### src/hw/smc_pkg.sv
// smc_pkg: register map, field layout, reset values and timing counts
// assumes a 40 MHz core clock and an APB register slave
package smc_pkg;

  // register map
  localparam logic [11:0] SMC_CTRL_ADDR   = 12'h428;
  localparam logic [11:0] SMC_STAT_ADDR   = 12'h424;

  // control and status field positions
  localparam int          SMC_DIV_LSB     = 0;
  localparam int          SMC_DIV_W       = 16;
  localparam int          SMC_IGNM_BIT    = 16;
  localparam int          SMC_SKIPCS_BIT  = 17;
  localparam int          SMC_TFS_LSB     = 18;
  localparam int          SMC_CFS_LSB     = 20;
  localparam int          SMC_TOINH_BIT   = 22;
  localparam int          SMC_ARBF_BIT    = 26;
  localparam int          SMC_CSF_BIT     = 28;

  // reset values
  localparam logic [15:0] SMC_DIV_RST     = 16'h0053;
  localparam logic [1:0]  SMC_FS_RST      = 2'h0;

  // filter selections
  localparam logic [1:0]  SMC_FS_NORMAL   = 2'h0;
  localparam logic [1:0]  SMC_FS_FAST     = 2'h1;
  localparam logic [1:0]  SMC_FS_NONE     = 2'h2;

  // timing: prescaler unit and glitch wait
  localparam int          SMC_CLK_MHZ     = 40;
  localparam int          SMC_UNIT_NS     = 32;
  localparam int          SMC_GLITCH_NS   = 1000;
  localparam int          SMC_UNIT_CYC    = (SMC_UNIT_NS * SMC_CLK_MHZ + 999) / 1000;
  localparam int          SMC_GLITCH_CYC  = (SMC_GLITCH_NS * SMC_CLK_MHZ) / 1000;
  localparam int          SMC_FAST_CYC    = 4;

  // arbitration retry limit
  localparam int          SMC_ARB_LIMIT   = 16;

endpackage : smc_pkg

### src/hw/smc_ctrl.sv
// smc_ctrl: control register and sideband behaviour of the two serial ports
// assumes an APB master on the core clock; pins are synchronous inputs
//
// Local design decision: the APB register port.
module smc_ctrl #(
  parameter int FAST_CYC = smc_pkg::SMC_FAST_CYC
) (
  // clock and reset
  input  wire logic        CLOCK,
  input  wire logic        RST,
  // apb slave
  input  wire logic        PSEL,
  input  wire logic        PENABLE,
  input  wire logic        PWRITE,
  input  wire logic [11:0] PADDR,
  input  wire logic [31:0] PWDATA,
  output logic      [31:0] PRDATA,
  output logic             PREADY,
  output logic             PSLVERR,
  // serial pins, raw levels
  input  wire logic        TGT_SCL_IN,
  input  wire logic        TGT_SDA_IN,
  input  wire logic        CTL_SCL_IN,
  input  wire logic        CTL_SDA_IN,
  // controller engine events
  input  wire logic        ARB_LOST,
  input  wire logic        ARB_WON,
  input  wire logic        CS_CHECK,
  input  wire logic        CS_BAD,
  input  wire logic        TIMEOUT_RAW,
  // outputs to the port engines
  output logic             TGT_SCL_F,
  output logic             TGT_SDA_F,
  output logic             CTL_SCL_F,
  output logic             CTL_SDA_F,
  output logic             PRESCALE_TICK,
  output logic             PRESCALE_CLK,
  output logic             ARB_RETRY,
  output logic             XFER_ABORT,
  output logic             TIMEOUT_EVT
);
  import smc_pkg::*;

  ////////////////////////////////////////////////////////////////////////////
  // register file
  logic [15:0] div_r;
  logic        ignm_r;
  logic        skipcs_r;
  logic [1:0]  tfs_r;
  logic [1:0]  cfs_r;
  logic        toinh_r;
  logic        arbf_r;
  logic        csf_r;
  logic        acc;
  logic        wr_ctrl;
  logic        wr_stat;
  logic        hit;
  logic [15:0] div_in;
  logic [1:0]  tfs_in;
  logic [1:0]  cfs_in;

  assign acc     = PSEL && PENABLE;
  assign hit     = (PADDR == SMC_CTRL_ADDR) || (PADDR == SMC_STAT_ADDR);
  assign wr_ctrl = acc && PWRITE && PADDR == SMC_CTRL_ADDR;
  assign wr_stat = acc && PWRITE && PADDR == SMC_STAT_ADDR;
  assign div_in  = PWDATA[SMC_DIV_LSB +: SMC_DIV_W];
  assign tfs_in  = PWDATA[SMC_TFS_LSB +: 2];
  assign cfs_in  = PWDATA[SMC_CFS_LSB +: 2];

  function automatic logic [1:0] fs_clean(input logic [1:0] v);
    // reserved selection falls back to normal filtering
    fs_clean = (v == 2'h3) ? SMC_FS_NORMAL : v;
  endfunction : fs_clean

  always_ff @(posedge CLOCK) begin
    if (RST) begin
      div_r    <= SMC_DIV_RST;
      ignm_r   <= 1'b0;
      skipcs_r <= 1'b0;
      tfs_r    <= SMC_FS_RST;
      cfs_r    <= SMC_FS_RST;
      toinh_r  <= 1'b0;
    end else if (wr_ctrl) begin
      div_r    <= div_in;
      ignm_r   <= PWDATA[SMC_IGNM_BIT];
      skipcs_r <= PWDATA[SMC_SKIPCS_BIT];
      tfs_r    <= fs_clean(tfs_in);
      cfs_r    <= fs_clean(cfs_in);
      toinh_r  <= PWDATA[SMC_TOINH_BIT];
    end
  end

  ////////////////////////////////////////////////////////////////////////////
  // read words, built from the field positions
  logic [31:0] ctrl_word;
  logic [31:0] stat_word;

  always_comb begin
    ctrl_word                           = 32'h0000_0000;
    ctrl_word[SMC_DIV_LSB +: SMC_DIV_W] = div_r;
    ctrl_word[SMC_IGNM_BIT]             = ignm_r;
    ctrl_word[SMC_SKIPCS_BIT]           = skipcs_r;
    ctrl_word[SMC_TFS_LSB +: 2]         = tfs_r;
    ctrl_word[SMC_CFS_LSB +: 2]         = cfs_r;
    ctrl_word[SMC_TOINH_BIT]            = toinh_r;
  end

  // status bits other than the two flags read as zero
  always_comb begin
    stat_word               = 32'h0000_0000;
    stat_word[SMC_ARBF_BIT] = arbf_r;
    stat_word[SMC_CSF_BIT]  = csf_r;
  end

  // single-cycle access phase, errors on unmapped address
  always_ff @(posedge CLOCK) begin
    if (RST) begin
      PRDATA  <= 32'h0000_0000;
      PREADY  <= 1'b0;
      PSLVERR <= 1'b0;
    end else begin
      PREADY  <= PSEL && !PENABLE;
      PSLVERR <= PSEL && !PENABLE && !hit;
      PRDATA  <= 32'h0000_0000;
      if (PSEL && !PENABLE && !PWRITE) begin
        if (PADDR == SMC_CTRL_ADDR)
          PRDATA <= ctrl_word;
        else if (PADDR == SMC_STAT_ADDR)
          PRDATA <= stat_word;
      end
    end
  end

  ////////////////////////////////////////////////////////////////////////////
  // glitch filters
  smc_glitch #(
    .NORM_CYC (SMC_GLITCH_CYC),
    .FAST_CYC (FAST_CYC)
  ) u_tscl (
    .clk  (CLOCK),
    .rst  (RST),
    .sel  (tfs_r),
    .din  (TGT_SCL_IN),
    .dout (TGT_SCL_F)
  );

  smc_glitch #(
    .NORM_CYC (SMC_GLITCH_CYC),
    .FAST_CYC (FAST_CYC)
  ) u_tsda (
    .clk  (CLOCK),
    .rst  (RST),
    .sel  (tfs_r),
    .din  (TGT_SDA_IN),
    .dout (TGT_SDA_F)
  );

  smc_glitch #(
    .NORM_CYC (SMC_GLITCH_CYC),
    .FAST_CYC (FAST_CYC)
  ) u_cscl (
    .clk  (CLOCK),
    .rst  (RST),
    .sel  (cfs_r),
    .din  (CTL_SCL_IN),
    .dout (CTL_SCL_F)
  );

  smc_glitch #(
    .NORM_CYC (SMC_GLITCH_CYC),
    .FAST_CYC (FAST_CYC)
  ) u_csda (
    .clk  (CLOCK),
    .rst  (RST),
    .sel  (cfs_r),
    .din  (CTL_SDA_IN),
    .dout (CTL_SDA_F)
  );

  ////////////////////////////////////////////////////////////////////////////
  // prescaler
  smc_prescale #(.UNIT_CYC(SMC_UNIT_CYC)) u_pre (
    .clk  (CLOCK),
    .rst  (RST),
    .div  (div_r),
    .tick (PRESCALE_TICK),
    .pclk (PRESCALE_CLK)
  );

  ////////////////////////////////////////////////////////////////////////////
  // arbitration tracking
  logic [4:0] loss_r;
  logic       limit;

  assign limit = (loss_r == 5'(SMC_ARB_LIMIT - 1));

  always_ff @(posedge CLOCK) begin
    if (RST) begin
      loss_r     <= 5'h00;
      ARB_RETRY  <= 1'b0;
      XFER_ABORT <= 1'b0;
    end else begin
      ARB_RETRY  <= 1'b0;
      XFER_ABORT <= 1'b0;
      if (ARB_WON || ignm_r) begin
        loss_r <= 5'h00;
      end else if (ARB_LOST) begin
        if (limit) begin
          loss_r     <= 5'h00;
          XFER_ABORT <= 1'b1;
        end else begin
          loss_r    <= loss_r + 5'h01;
          ARB_RETRY <= 1'b1;
        end
      end
    end
  end

  // sticky flags, write one to clear; a new event wins over the clear
  always_ff @(posedge CLOCK) begin
    if (RST) begin
      arbf_r <= 1'b0;
      csf_r  <= 1'b0;
    end else begin
      arbf_r <= (ARB_LOST && limit && !ARB_WON && !ignm_r) ||
                (arbf_r && !(wr_stat && PWDATA[SMC_ARBF_BIT]));
      csf_r  <= (CS_CHECK && CS_BAD && !skipcs_r) ||
                (csf_r && !(wr_stat && PWDATA[SMC_CSF_BIT]));
    end
  end

  ////////////////////////////////////////////////////////////////////////////
  // time-out gate
  always_ff @(posedge CLOCK) begin
    if (RST)
      TIMEOUT_EVT <= 1'b0;
    else
      TIMEOUT_EVT <= TIMEOUT_RAW && !toinh_r;
  end
endmodule : smc_ctrl

### src/hw/smc_glitch.sv
// smc_glitch: one-line glitch filter with selectable settle time
// assumes the line is already synchronous to the clock
module smc_glitch #(
  parameter int NORM_CYC = 40,
  parameter int FAST_CYC = 4
) (
  // clock and reset
  input  wire logic       clk,
  input  wire logic       rst,
  // selection and line
  input  wire logic [1:0] sel,
  input  wire logic       din,
  output logic            dout
);
  import smc_pkg::*;

  logic [7:0] cnt_r;
  logic [7:0] lim;

  always_comb begin
    case (sel)
      SMC_FS_NORMAL: lim = 8'(NORM_CYC);
      SMC_FS_FAST:   lim = 8'(FAST_CYC);
      default:       lim = 8'h00;
    endcase
  end

  // new level accepted only after it has stood for lim cycles
  always_ff @(posedge clk) begin
    if (rst) begin
      cnt_r <= 8'h00;
      dout  <= 1'b1;
    end else if (din == dout) begin
      cnt_r <= 8'h00;
    end else if (cnt_r + 8'h01 >= lim) begin
      cnt_r <= 8'h00;
      dout  <= din;
    end else begin
      cnt_r <= cnt_r + 8'h01;
    end
  end
endmodule : smc_glitch

### src/hw/smc_prescale.sv
// smc_prescale: controller-port prescaler tick and clock generator
// assumes the divider may be rewritten at any time
module smc_prescale #(
  parameter int UNIT_CYC = 2
) (
  // clock and reset
  input  wire logic        clk,
  input  wire logic        rst,
  // divider setting
  input  wire logic [15:0] div,
  // outputs
  output logic             tick,
  output logic             pclk
);
  import smc_pkg::*;

  logic [7:0]  unit_r;
  logic [15:0] cnt_r;
  logic        run;
  logic        ustep;
  logic [15:0] half;

  assign run   = (div > 16'h0001);
  assign half  = (div >> 1) + {15'h0000, div[0]};
  assign ustep = (unit_r == 8'(UNIT_CYC - 1));

  always_ff @(posedge clk) begin
    if (rst || !run) begin
      unit_r <= 8'h00;
      cnt_r  <= 16'h0000;
      tick   <= 1'b0;
      pclk   <= 1'b0;
    end else begin
      tick <= 1'b0;
      if (ustep) begin
        unit_r <= 8'h00;
        // >= so a lowered divider does not run the count round the full range
        if (cnt_r >= div - 16'h0001) begin
          cnt_r <= 16'h0000;
          tick  <= 1'b1;
          pclk  <= 1'b0;
        end else begin
          cnt_r <= cnt_r + 16'h0001;
          if (cnt_r + 16'h0001 == half)
            pclk <= 1'b1;   // low half, rounded up, keeps minimum low time
        end
      end else begin
        unit_r <= unit_r + 8'h01;
      end
    end
  end
endmodule : smc_prescale
### config.mk
export PLATFORM = sky130hd
export DESIGN_NAME = smc_ctrl
export DESIGN_NICKNAME = d
export VERILOG_FILES = /design/src/hw/smc_pkg.sv /design/src/hw/smc_ctrl.sv /design/src/hw/smc_glitch.sv /design/src/hw/smc_prescale.sv
export SDC_FILE = /design/constraint.sdc
export NUM_CORES = 1
export LEC_CHECK = 0
export ABC_AREA = 1
export BUFFER_PORTS_ARGS = -buffer_cell sky130_fd_sc_hd__buf_4
export CORE_MARGIN = 2
export CORE_UTILIZATION = 50
export CTS_CLUSTER_SIZE = 40
export DETAILED_ROUTE_END_ITERATION = 8
export PLACE_DENSITY = 0.76
export SETUP_SLACK_MARGIN = 0.05
export SYNTH_ARGS = -nofsm -noshare
export SYNTH_HDL_FRONTEND = slang
export SYNTH_SLANG_ARGS = --single-unit
export TNS_END_PERCENT = 10
### constraint.sdc
create_clock -name CLOCK -period 3.4 [get_ports CLOCK]
set_input_delay 0 -clock CLOCK [delete_from_list [all_inputs] [get_ports CLOCK]]
set_output_delay 0 -clock CLOCK [all_outputs]
set_load 0.03 [all_outputs]
==> run metrics, run 1 <==
status complete, no violations; fill count 1142; Worst-Skew Late Latency 0.43 ns; top cell type's share of synthesized area 36.6%; worst slew pin tran 0.659 ns; vias in the first global route 6105; WL final 16.5 mm; Setup crit end u_pre.cnt_r[10]$_SDFFE_PP0P_; first-pass GRT wire length 27.5 mm; post-route minimum period 2.97 ns; CTS tree done; Die H 120 um; critical path capture point type flip-flop; Placeable Area 13100 sq um; num ports 101; Leakage 3.92 nW; Fin. Hold Viols 0; WL/cell 12.8 um; worst min-delay path class in2reg; Final setup violation count 0; Port Buffers 86; Reg area 2440 sq um; clock sink total 122; required time worst endpoint 3.69 ns; Yosys cell types 40; Avg Inst Size Synth 7.04 sq um; TritonRoute pass-1 iters 5; vias after detailed routing 6386; Root Driver clkbuf_16; Clock Pin Slew Worst Setup and Hold Paths 0.06 ns; largest net degree at the start of global routing 39; Seq/Total Area, Yosys 36.6%; multi-input logic area 3710 sq um; Slew Limit Fails 0; RSZ-0062 raised after global routing false; Synth warnings 0; Tcrit/Tclk final 87.4%; DIE AREA 14300 sq um; Starting Density 50.8%; largest cells by area after synthesis dfxtp_1 37%, nand2_1 13%, ha_1 8.2%; Antenna Nets Post-Route 0; worst r2r path cells 14; WS Path Type reg2reg; Startpoint Class flip-flop; Die Wd 120 um; 1st-iter DRT viols 381; share of post-route cells with drive strength above 1 13.8%; Max Clk Rate 337 MHz; dpl hpwl 11.4 mm; commonest non-fill, non-tap cell in the layout nand2_1; Final Power 3.54 mW; CP startpoint div_r[0]$_SDFFE_PP1P_; Post-synth EDFFs 0; origin of the critical flop-to-flop path div_r[0]$_SDFFE_PP1P_; Max-Cap Viols 0; leading area contributor after synthesis dfxtp_1; Pwr per Cell Area 415 nW/um^2; #FFs+latches synth 122; initial antenna violation count 0; area growth from synthesis to layout 27.8%; Worst IR Drop VDD 0.444 mV; H-tree Lvls 4; post-synthesis instance total 948; GRT Residual Overflow 0; routability cong. 0.929; clk buf depth 2; final core utilization 64.9%; antenna cells 0; post-route setup TNS 0 ns; GRT Util Overall 23.9%; Slew Limit Headroom 55.9%; Mapped Area 6670 sq um; most frequent cells in the layout 231 x nand2_1, 129 x nor2_1, 122 x dfxtp_1; predominant post-synthesis flop cell dfxtp_1; # DRC 0; Num CTS Buffers 17; Critical Path AT 3.26 ns; drt via density 4.99; row count 42; Worst Path Max Fanout 8; share of flip-flops with an asynchronous set or reset 0%; Worst Skew 0.0122 ns; Final #Nets 1194; Reg-to-Reg End u_pre.cnt_r[10]$_SDFFE_PP0P_; R2R setup slack 0.43 ns
## routing by layer
| metal | vias to the layer above | track usage (%) | wire, um |
|---|---|---|---|
| met2 | 139 | 41.8 | 8120 |
| met1 | 2880 | 28.8 | 7300 |
| met5 | - | 0 | 0 |
| met4 | 0 | 7.94 | 277 |
| li1 | 3338 | - | - |
| met3 | 29 | 5.99 | 753 |
## how the worst min path moves through the flow
stage,from,to,slack (ns),cells after the start
after floorplan,RST,csf_r$_SDFF_PP0_,0.07,1
after global placement,PENABLE,PREADY$_SDFF_PP0_,0.21,2
after detailed placement,PENABLE,PREADY$_SDFF_PP0_,0.21,2
after CTS,PADDR[0],div_r[6]$_SDFFE_PP1P_,0.06,5
after global routing,PSEL,div_r[4]$_SDFFE_PP1P_,0.11,4
final,PSEL,div_r[1]$_SDFFE_PP1P_,0.08,4
## kinds of logic (layout without fill, tap and decap cells)
logic type                 after synthesis  count (layout)  share of synthesized area (%)
adders and majority gates               44              44                           8.25
other                                    1              15                         0.0562
AOI/OAI and AO/OA                       97              97                           8.12
xor gates and xnor gates                44              44                           5.77
buffers and inverters                  136             279                           8.61
and+or+nand+nor                        504             504                           32.6
DFF                                    122             122                           36.6
## through the flow
stage / setup slack, ns / hold WS (ns) / instance area (sq um) / cells
2_1_floorplan: 0.814 / 0.0691 / 6730 / 962
3_3_place_gp: 0.410 / 0.207 / 7460 / 1203
3_5_place_dp: 0.376 / 0.212 / 7460 / 1203
4_1_cts: 0.309 / 0.0553 / 8510 / 1280
5_1_grt: 0.0514 / 0.112 / 8530 / 1281
6_report: 0.429 / 0.0799 / 8530 / 1281
## layout make-up
type	instances	area share, %
repair buffers	134	13.1
inverters	112	4.97
repair inverters	1	0.0880
clock buffers	19	5.08
flip-flops and latches	122	28.6
well taps	176	2.58
multi-input cells	704	43.5
clock inverters	13	1.98
## timing repair
item | 4_1_cts | 5_1_grt
setup buffers | 0 | 0
setup endpoints to repair | 0 | 12
hold endpoints to repair | 42 | 0
resized for setup | 0 | 3
hold buffers | 45 | 0
## cells in the mapped netlist, types with 2 or more instances
cell / number
clkbuf_1: 6
nor2_1: 129
buf_2: 6
o21ai_1: 4
nor3_1: 17
xor2_1: 31
xnor2_1: 13
or2_2: 4
inv_2: 5
nand2_2: 4
nand2_1: 232
buf_4: 10
and3_1: 3
o22ai_1: 2
nor2_4: 3
o21ai_0: 37
nand4_1: 21
o31ai_1: 3
nor3b_1: 2
a211oi_1: 2
a31o_2: 2
nand3_1: 73
dfxtp_1: 122
inv_1: 107
ha_1: 44
a21boi_0: 4
nor4_1: 2
a21oi_1: 34
o211ai_1: 6
nor2_2: 10
## critical path, stage by stage (launching register included)
cell	delay, ns
dfxtp_1	0.33
inv_1	0.18
ha_1	0.25
nand2_1	0.14
nor2_1	0.24
nand2_1	0.10
xor2_1	0.15
ha_1	0.30
nand4_1	0.11
nor3_1	0.23
a21boi_0	0.15
nand2_2	0.23
clkinvlp_4	0.23
nand3_1	0.10
o21ai_0	0.08
## sequential cells by signal (all words and copies together) (netlist names), 2 cells and up
register      flops
PRDATA           25
cfs_r             2
tfs_r             2
u_tscl.cnt_r      8
u_cscl.cnt_r      8
u_csda.cnt_r      8
u_pre.unit_r      8
u_tsda.cnt_r      8
u_pre.cnt_r      16
div_r            16
loss_r            5
## report_power, final
| group | leakage [nW] | switching (mW) | internal, mW | total (mW) |
|---|---|---|---|---|
| clock network | 0.292 | 0.686 | 1.16 | 1.84 |
| registers | 0.989 | 0.0211 | 1.45 | 1.47 |
| logic | 2.64 | 0.118 | 0.107 | 0.225 |
Note: power is estimated with default switching activity, not from simulation.
==> run 2: changes to the inputs <==
--- a/config.mk
+++ b/config.mk
@@ -7,11 +7,13 @@
 export LEC_CHECK = 0
 export ABC_AREA = 1
 export BUFFER_PORTS_ARGS = -buffer_cell sky130_fd_sc_hd__buf_4
+export CELL_PAD_IN_SITES_DETAIL_PLACEMENT = 2
+export CELL_PAD_IN_SITES_GLOBAL_PLACEMENT = 2
 export CORE_MARGIN = 2
-export CORE_UTILIZATION = 50
+export CORE_UTILIZATION = 32
 export CTS_CLUSTER_SIZE = 40
 export DETAILED_ROUTE_END_ITERATION = 8
-export PLACE_DENSITY = 0.76
+export PLACE_DENSITY = 0.85
 export SETUP_SLACK_MARGIN = 0.05
 export SYNTH_ARGS = -nofsm -noshare
 export SYNTH_HDL_FRONTEND = slang
==> run 2 against run 1 <==
Effect of this change: the flow now finishes with violations (hold timing); global-route usage up 4.8 points; combinational power up 9.8%; final cell count up 6.9%; clock power up 5%; hold slack worse by 0.093 ns; critical path depth unchanged; die area up 54%; sequential cell count unchanged; critical endpoint is now u_pre.cnt_r[12]$_SDFFE_PP0P_; non-clock buffer count down 7; sequential power about the same; count of clock-buffer cells in the layout down 1; largest cell class unchanged; final area up 0.87%.
==> run metrics, run 2 (synthesis gave the netlist of run 1 again) <==
status finished with violations (was complete, no violations); violated checks hold timing; Num CTS Buffers 17 (unchanged); DIE AREA 22000 sq um (was 14300 sq um); worst slew pin tran 0.735 ns (was 0.659 ns); Port Buffers 86 (unchanged); Worst Path Max Fanout 6 (was 8); dpl hpwl 16.5 mm (was 11.4 mm); Pwr per Cell Area 425 nW/um^2 (was 415 nW/um^2); clk buf depth 2 (unchanged); required time worst endpoint 3.70 ns (was 3.69 ns); max reg flops 25 (unchanged); Reg-to-Reg End u_pre.cnt_r[12]$_SDFFE_PP0P_ (was u_pre.cnt_r[10]$_SDFFE_PP0P_); R2R setup slack 0.29 ns (was 0.43 ns); vias after detailed routing 7088 (was 6386); GRT Residual Overflow 0 (unchanged); Final #Nets 1187 (was 1194); Antenna Nets Post-Route 0 (unchanged); Die H 148 um (was 120 um); post-route minimum period 3.11 ns (was 2.97 ns); CTS tree done (unchanged); 1st-iter DRT viols 335 (was 381); origin of the critical flop-to-flop path div_r[1]$_SDFFE_PP1P_ (was div_r[0]$_SDFFE_PP1P_); Critical Path AT 3.41 ns (was 3.26 ns); end of the worst hold path PSLVERR$_SDFF_PP0_ (was div_r[1]$_SDFFE_PP1P_); Reg area 2440 sq um (about the same); Top Registers PRDATA (25), div_r (16), u_pre.cnt_r (16) (unchanged); Max Clk Rate 322 MHz (was 337 MHz); WHS Path Cells 5 (was 4); Root Driver clkbuf_16 (unchanged); Clock Pin Slew Worst Setup and Hold Paths 0.07 ns (was 0.06 ns); final core utilization 42.2% (was 64.9%); worst min-delay path class in2reg (unchanged); Max-Cap Viols 0 (unchanged); TritonRoute pass-1 iters 5 (unchanged); Die Wd 148 um (was 120 um); most frequent cells in the layout 231 x nand2_1, 126 x nor2_1, 121 x dfxtp_1 (was 231 x nand2_1, 129 x nor2_1, 122 x dfxtp_1); Final Power 3.65 mW (was 3.54 mW); Worst Hold Launch PSEL (unchanged); smallest hold slack -0.0130 ns (was 0.0799 ns); WL final 30.7 mm (was 16.5 mm); Slew Limit Headroom 50.8% (was 55.9%); share of post-route cells with drive strength above 1 15.0% (was 13.8%); Reg with most FFs PRDATA (unchanged); first-pass GRT wire length 47.9 mm (was 27.5 mm); Tcrit/Tclk final 91.5% (was 87.4%); GRT Util Overall 28.7% (was 23.9%); commonest non-fill, non-tap cell in the layout nand2_1 (unchanged); Startpoint Class flip-flop (unchanged); Worst IR Drop VDD 0.338 mV (was 0.444 mV); Leakage 3.88 nW (was 3.92 nW); Slew Limit Fails 0 (unchanged); initial antenna violation count 1 (was 0); critical path capture point type flip-flop (unchanged); Starting Density 32.8% (was 50.8%); num ports 101 (unchanged); RSZ-0062 raised after global routing false (unchanged); Worst Skew 0.0120 ns (was 0.0122 ns); Final setup violation count 0 (unchanged); worst r2r path cells 14 (unchanged); largest net degree at the start of global routing 39 (unchanged); routability cong. 0.825 (was 0.929); fill count 2389 (was 1142); vias in the first global route 8168 (was 6105); row count 52 (was 42); clock sink total 122 (unchanged); area growth from synthesis to layout 28.9% (was 27.8%); multi-input logic area 3740 sq um (was 3710 sq um); drt via density 5.18 (was 4.99); # DRC 0 (unchanged); WS Path Type reg2reg (unchanged); Placeable Area 20400 sq um (was 13100 sq um); Worst-Skew Late Latency 0.44 ns (was 0.43 ns); Fin. Hold Viols 1 (was 0); WL/cell 22.5 um (was 12.8 um); post-route setup TNS 0 ns (unchanged); H-tree Lvls 4 (unchanged)
-- run 2: changes by cell type in the layout (fill, tap and decap cells not counted), sizes merged --
| cell | before | now |
|---|---|---|
| buf | 89 | 90 |
| bufinv | 3 | 2 |
| clkbuf | 19 | 18 |
| clkinv | 7 | 6 |
| clkinvlp | 3 | 4 |
| diode | 0 | 1 |
| dlygate4sd3 | 45 | 37 |
| inv | 113 | 115 |
-- run 2: worst max-delay path, stage by stage (launching register included) --
cell	delay [ns]
dfxtp_1	0.34
inv_1	0.16
ha_1	0.29
nand2_1	0.20
nor2_1	0.28
nand2_1	0.11
xor2_1	0.16
ha_1	0.31
nand4_1	0.12
nor3_1	0.29
nand3_1	0.14
nand2_2	0.16
clkinvlp_4	0.19
nand3_1	0.11
o21ai_0	0.09
-- run 2: where the power goes --
| group | leakage [nW] | switching (mW) | internal [mW] |
|---|---|---|---|
| sequential | 0.989 | 0.0252 | 1.45 |
| combinational | 2.61 | 0.141 | 0.106 |
| clock | 0.284 | 0.832 | 1.10 |
-- run 2: worst max path at each step --
stage / startpoint / endpoint / slack, ns / depth (start not counted)
after detailed placement: div_r[0]$_SDFFE_PP1P_ / u_pre.cnt_r[12]$_SDFFE_PP0P_ / 0.37 / 15
after CTS: div_r[5]$_SDFFE_PP0P_ / u_pre.cnt_r[12]$_SDFFE_PP0P_ / 0.23 / 16
after global placement: div_r[0]$_SDFFE_PP1P_ / u_pre.cnt_r[0]$_SDFFE_PP0P_ / 0.50 / 16
after floorplan: div_r[2]$_SDFFE_PP0P_ / u_pre.cnt_r[11]$_SDFFE_PP0P_ / 0.81 / 20
after global routing: div_r[8]$_SDFFE_PP0P_ / u_pre.cnt_r[9]$_SDFFE_PP0P_ / 0.09 / 13
final: div_r[1]$_SDFFE_PP1P_ / u_pre.cnt_r[12]$_SDFFE_PP0P_ / 0.29 / 14
-- run 2: stage by stage --
| stage | setup WS, ns | std cells | hold WS, ns | cell area, sq um |
|---|---|---|---|---|
| after global placement | 0.501 | 1298 | 0.218 | 7590 |
| after global routing | 0.0898 | 1368 | 0.0305 | 8600 |
| after detailed placement | 0.372 | 1298 | 0.232 | 7590 |
| after floorplan | 0.814 | 962 | 0.0691 | 6730 |
| final | 0.291 | 1369 | -0.0130 | 8600 |
| after CTS | 0.230 | 1367 | 0.00380 | 8550 |
-- run 2: layer usage --
layer	vias to the layer above	GRT usage [%]	wire length, um
met5	-	0	0
met2	167	52.3	16100
met1	3551	32.4	12700
met4	0	11.5	911
met3	66	6.38	1070
li1	3304	-	-
-- run 2: final cells by class --
type                       count  share of cell area (%)
antenna                        1                  0.0291
clock buffer                  18                    4.99
clock inverter                14                    1.92
inverter                     112                    4.93
multi-input combinational    704                    43.5
sequential                   122                    28.4
tap                          270                    3.93
timing repair buffer         127                    12.2
timing repair inverter         1                  0.0873
-- run 2: timing repair --
action                                  CTS  global route
hold buffers                             37             0
hold endpoints to repair                 41             0
endpoints found under the setup margin    0            18
buffers inserted                          0             0
gates resized for setup                   0            15
==> run 3: changes to the inputs <==
--- a/config.mk
+++ b/config.mk
@@ -13,6 +13,7 @@
 export CORE_UTILIZATION = 32
 export CTS_CLUSTER_SIZE = 40
 export DETAILED_ROUTE_END_ITERATION = 8
+export HOLD_SLACK_MARGIN = 0.06
 export PLACE_DENSITY = 0.85
 export SETUP_SLACK_MARGIN = 0.05
 export SYNTH_ARGS = -nofsm -noshare
==> run 3 against run 2 <==
Effect of this change: the run now ends clean; sequential cell count unchanged; clock skew decreased by 0.0037 ns; utilization increased by 0.55 points; routed wire length is 1.7% higher; power shrank 0.23%; global-route usage up 0.32 points; largest cell class unchanged.
==> run metrics, run 3 (synthesis gave the netlist of run 1 again) <==
sw frac 27.1% (was 27.3%); largest net degree at the start of global routing 39 (unchanged); Slowest-stage cell, CP dfxtp_1 (unchanged); TritonRoute pass-1 iters 5 (unchanged); origin of the critical flop-to-flop path div_r[1]$_SDFFE_PP1P_ (unchanged); Pwr per Cell Area 418 nW/um^2 (was 425 nW/um^2); RSZ-0062 raised after global routing false (unchanged); fill count 2388 (was 2389); H-tree Lvls 4 (unchanged); WL final 31.3 mm (was 30.7 mm); CP startpoint div_r[1]$_SDFFE_PP1P_ (unchanged); Max-Cap Viols 0 (unchanged); Die H 148 um (unchanged); Startpoint Class flip-flop (unchanged); routability cong. 0.825 (unchanged); Slew Limit Headroom 50.9% (was 50.8%); WL/cell 22.6 um (was 22.5 um); num ports 101 (unchanged); Antenna Nets Post-Route 0 (unchanged); Placeable Area 20400 sq um (unchanged); critical path cell sequence inv_1 > ha_1 > nand2_1 > nor2_1 > nand2_1 > xor2_1 > ha_1 > nand4_1 > nor3_1 > nand3_1 > nand2_2 > clkinvlp_4 > nand3_1 > o21ai_0 (unchanged); # DRC 0 (unchanged); P_int 2.66 mW (about the same); Tcrit/Tclk final 92.7% (was 91.5%); most frequent cells in the layout 231 x nand2_1, 128 x nor2_1, 122 x dfxtp_1 (was 231 x nand2_1, 126 x nor2_1, 121 x dfxtp_1); Worst Path Max Fanout 6 (unchanged); critical path capture point type flip-flop (unchanged); row count 52 (unchanged); share of post-route cells with drive strength above 1 14.2% (was 15.0%); WS Path Type reg2reg (unchanged); Reg with most FFs PRDATA (unchanged); post-route minimum period 3.15 ns (was 3.11 ns); postcts setup bufs 0 (unchanged); required time worst endpoint 3.70 ns (about the same); vias in the first global route 8315 (was 8168); worst min-delay path class in2reg (unchanged); vias after detailed routing 7218 (was 7088); initial antenna violation count 0 (was 1); CTS tree done (unchanged); Worst-Skew Late Latency 0.44 ns (about the same); GRT Residual Overflow 0 (unchanged); dpl hpwl 16.5 mm (unchanged); clock sink total 122 (unchanged); DIE AREA 22000 sq um (unchanged); Clk pwr share 52.6% (was 52.8%); Worst IR Drop VDD 0.205 mV (was 0.338 mV); Seq pwr share 40.5% (was 40.4%); Reg area 2440 sq um (about the same); Worst Hold Launch PADDR[3] (was PSEL); Port Buffers 86 (unchanged); Critical Path AT 3.45 ns (was 3.41 ns); 1st-iter DRT viols 313 (was 335); antenna cells 0 (was 1); Max Clk Rate 317 MHz (was 322 MHz); Final #Nets 1201 (was 1187); Starting Density 32.8% (unchanged); area growth from synthesis to layout 30.5% (was 28.9%); Final setup violation count 0 (unchanged); Leakage 3.94 nW (was 3.88 nW); Psw 987 uW (was 998 uW); worst setup margin 0.249 ns (was 0.291 ns); Top Registers PRDATA (25), div_r (16), u_pre.cnt_r (16) (unchanged); Worst Skew 0.00837 ns (was 0.0120 ns); R2R setup slack 0.25 ns (was 0.29 ns); Num CTS Buffers 17 (unchanged); max reg flops 25 (unchanged); post-route setup TNS 0 ns (unchanged); status complete, no violations (was finished with violations); Slew Limit Fails 0 (unchanged); combinational share of power 6.9% (was 6.8%); Root Driver clkbuf_16 (unchanged); DP Worst Slack 0.372 ns (unchanged); commonest non-fill, non-tap cell in the layout nand2_1 (unchanged); Fin. Hold Viols 0 (was 1); drt via density 5.22 (was 5.18); GRT Util Overall 29.0% (was 28.7%); multi-input logic area 3720 sq um (was 3740 sq um); Die Wd 148 um (unchanged); clk buf depth 2 (unchanged); worst slew pin tran 0.734 ns (was 0.735 ns); Clock Pin Slew Worst Setup and Hold Paths 0.07 ns (about the same); first-pass GRT wire length 48.5 mm (was 47.9 mm); slowest stage delay, CP 0.35 ns (was 0.34 ns)
==> run 3: changes by cell type in the layout (fill, tap and decap cells not counted), sizes merged <==
cell         before  now
diode             1    0
dlygate4sd3      37   51
==> run 3: layout make-up <==
cell class	count	area share, %
Clock buffer	18	4.93
Clock inverter	14	1.90
Inverter	112	4.87
Multi-Input combinational cell	704	42.7
Sequential cell	122	28.0
Tap cell	270	3.88
Timing Repair Buffer	141	13.6
Timing Repair inverter	1	0.0862
==> run 3: what timing repair did <==
| item | 4_1_cts | 5_1_grt |
|---|---|---|
| endpoints found under the hold margin | 47 | 0 |
| endpoints found under the setup margin | 0 | 12 |
| hold buffers | 51 | 0 |
| gates resized for setup | 0 | 7 |
==> run 3: critical path, delay by kind of cell (launching register included) <==
kind,cells,cell delay [ns]
XOR/XNOR,1,0.18
adder cells (fa/ha/maj),2,0.59
AND/OR/NAND/NOR,8,1.42
AO/OA/AOI/OAI,1,0.09
buffers and inverters,2,0.38
flip-flops,1,0.35
==> run 3: worst paths after layout <==
check / cells after the start / end
hold reg to reg: 2 / PRDATA[26]$_SDFF_PP0_
setup / recovery: 14 / u_pre.cnt_r[12]$_SDFFE_PP0P_
hold / removal: 6 / arbf_r$_SDFF_PP0_
setup reg to reg: 14 / u_pre.cnt_r[12]$_SDFFE_PP0P_
==> run 3: metrics by stage <==
step,std cells,hold slack [ns],utilization [%],power (mW),cell area [sq um]
global placement,1298,0.218,37.3,1.69,7590
global route,1382,0.121,42.8,3.73,8710
CTS,1381,0.0611,42.7,3.62,8690
detailed placement,1298,0.232,37.3,1.70,7590
floorplan,962,0.0691,-,1.61,6730
finish,1382,0.0877,42.8,3.64,8710
==> run 3: routing by layer <==
| metal | GRT usage (%) | vias up | part of all wire (%) |
|---|---|---|---|
| met4 | 12.2 | 0 | 3.5 |
| li1 | - | 3333 | - |
| met3 | 5.89 | 70 | 4.0 |
| met2 | 53.1 | 200 | 52 |
| met5 | 0 | - | 0 |
| met1 | 32.7 | 3615 | 40 |
==> run 3: power groups by stage <==
stage	clock network (mW)	registers, mW	logic, mW
3_3_place_gp	0	1.50	0.186
2_1_floorplan	0	1.51	0.103
3_5_place_dp	0	1.50	0.193
5_1_grt	1.99	1.48	0.270
4_1_cts	1.91	1.47	0.237
6_report	1.92	1.48	0.252
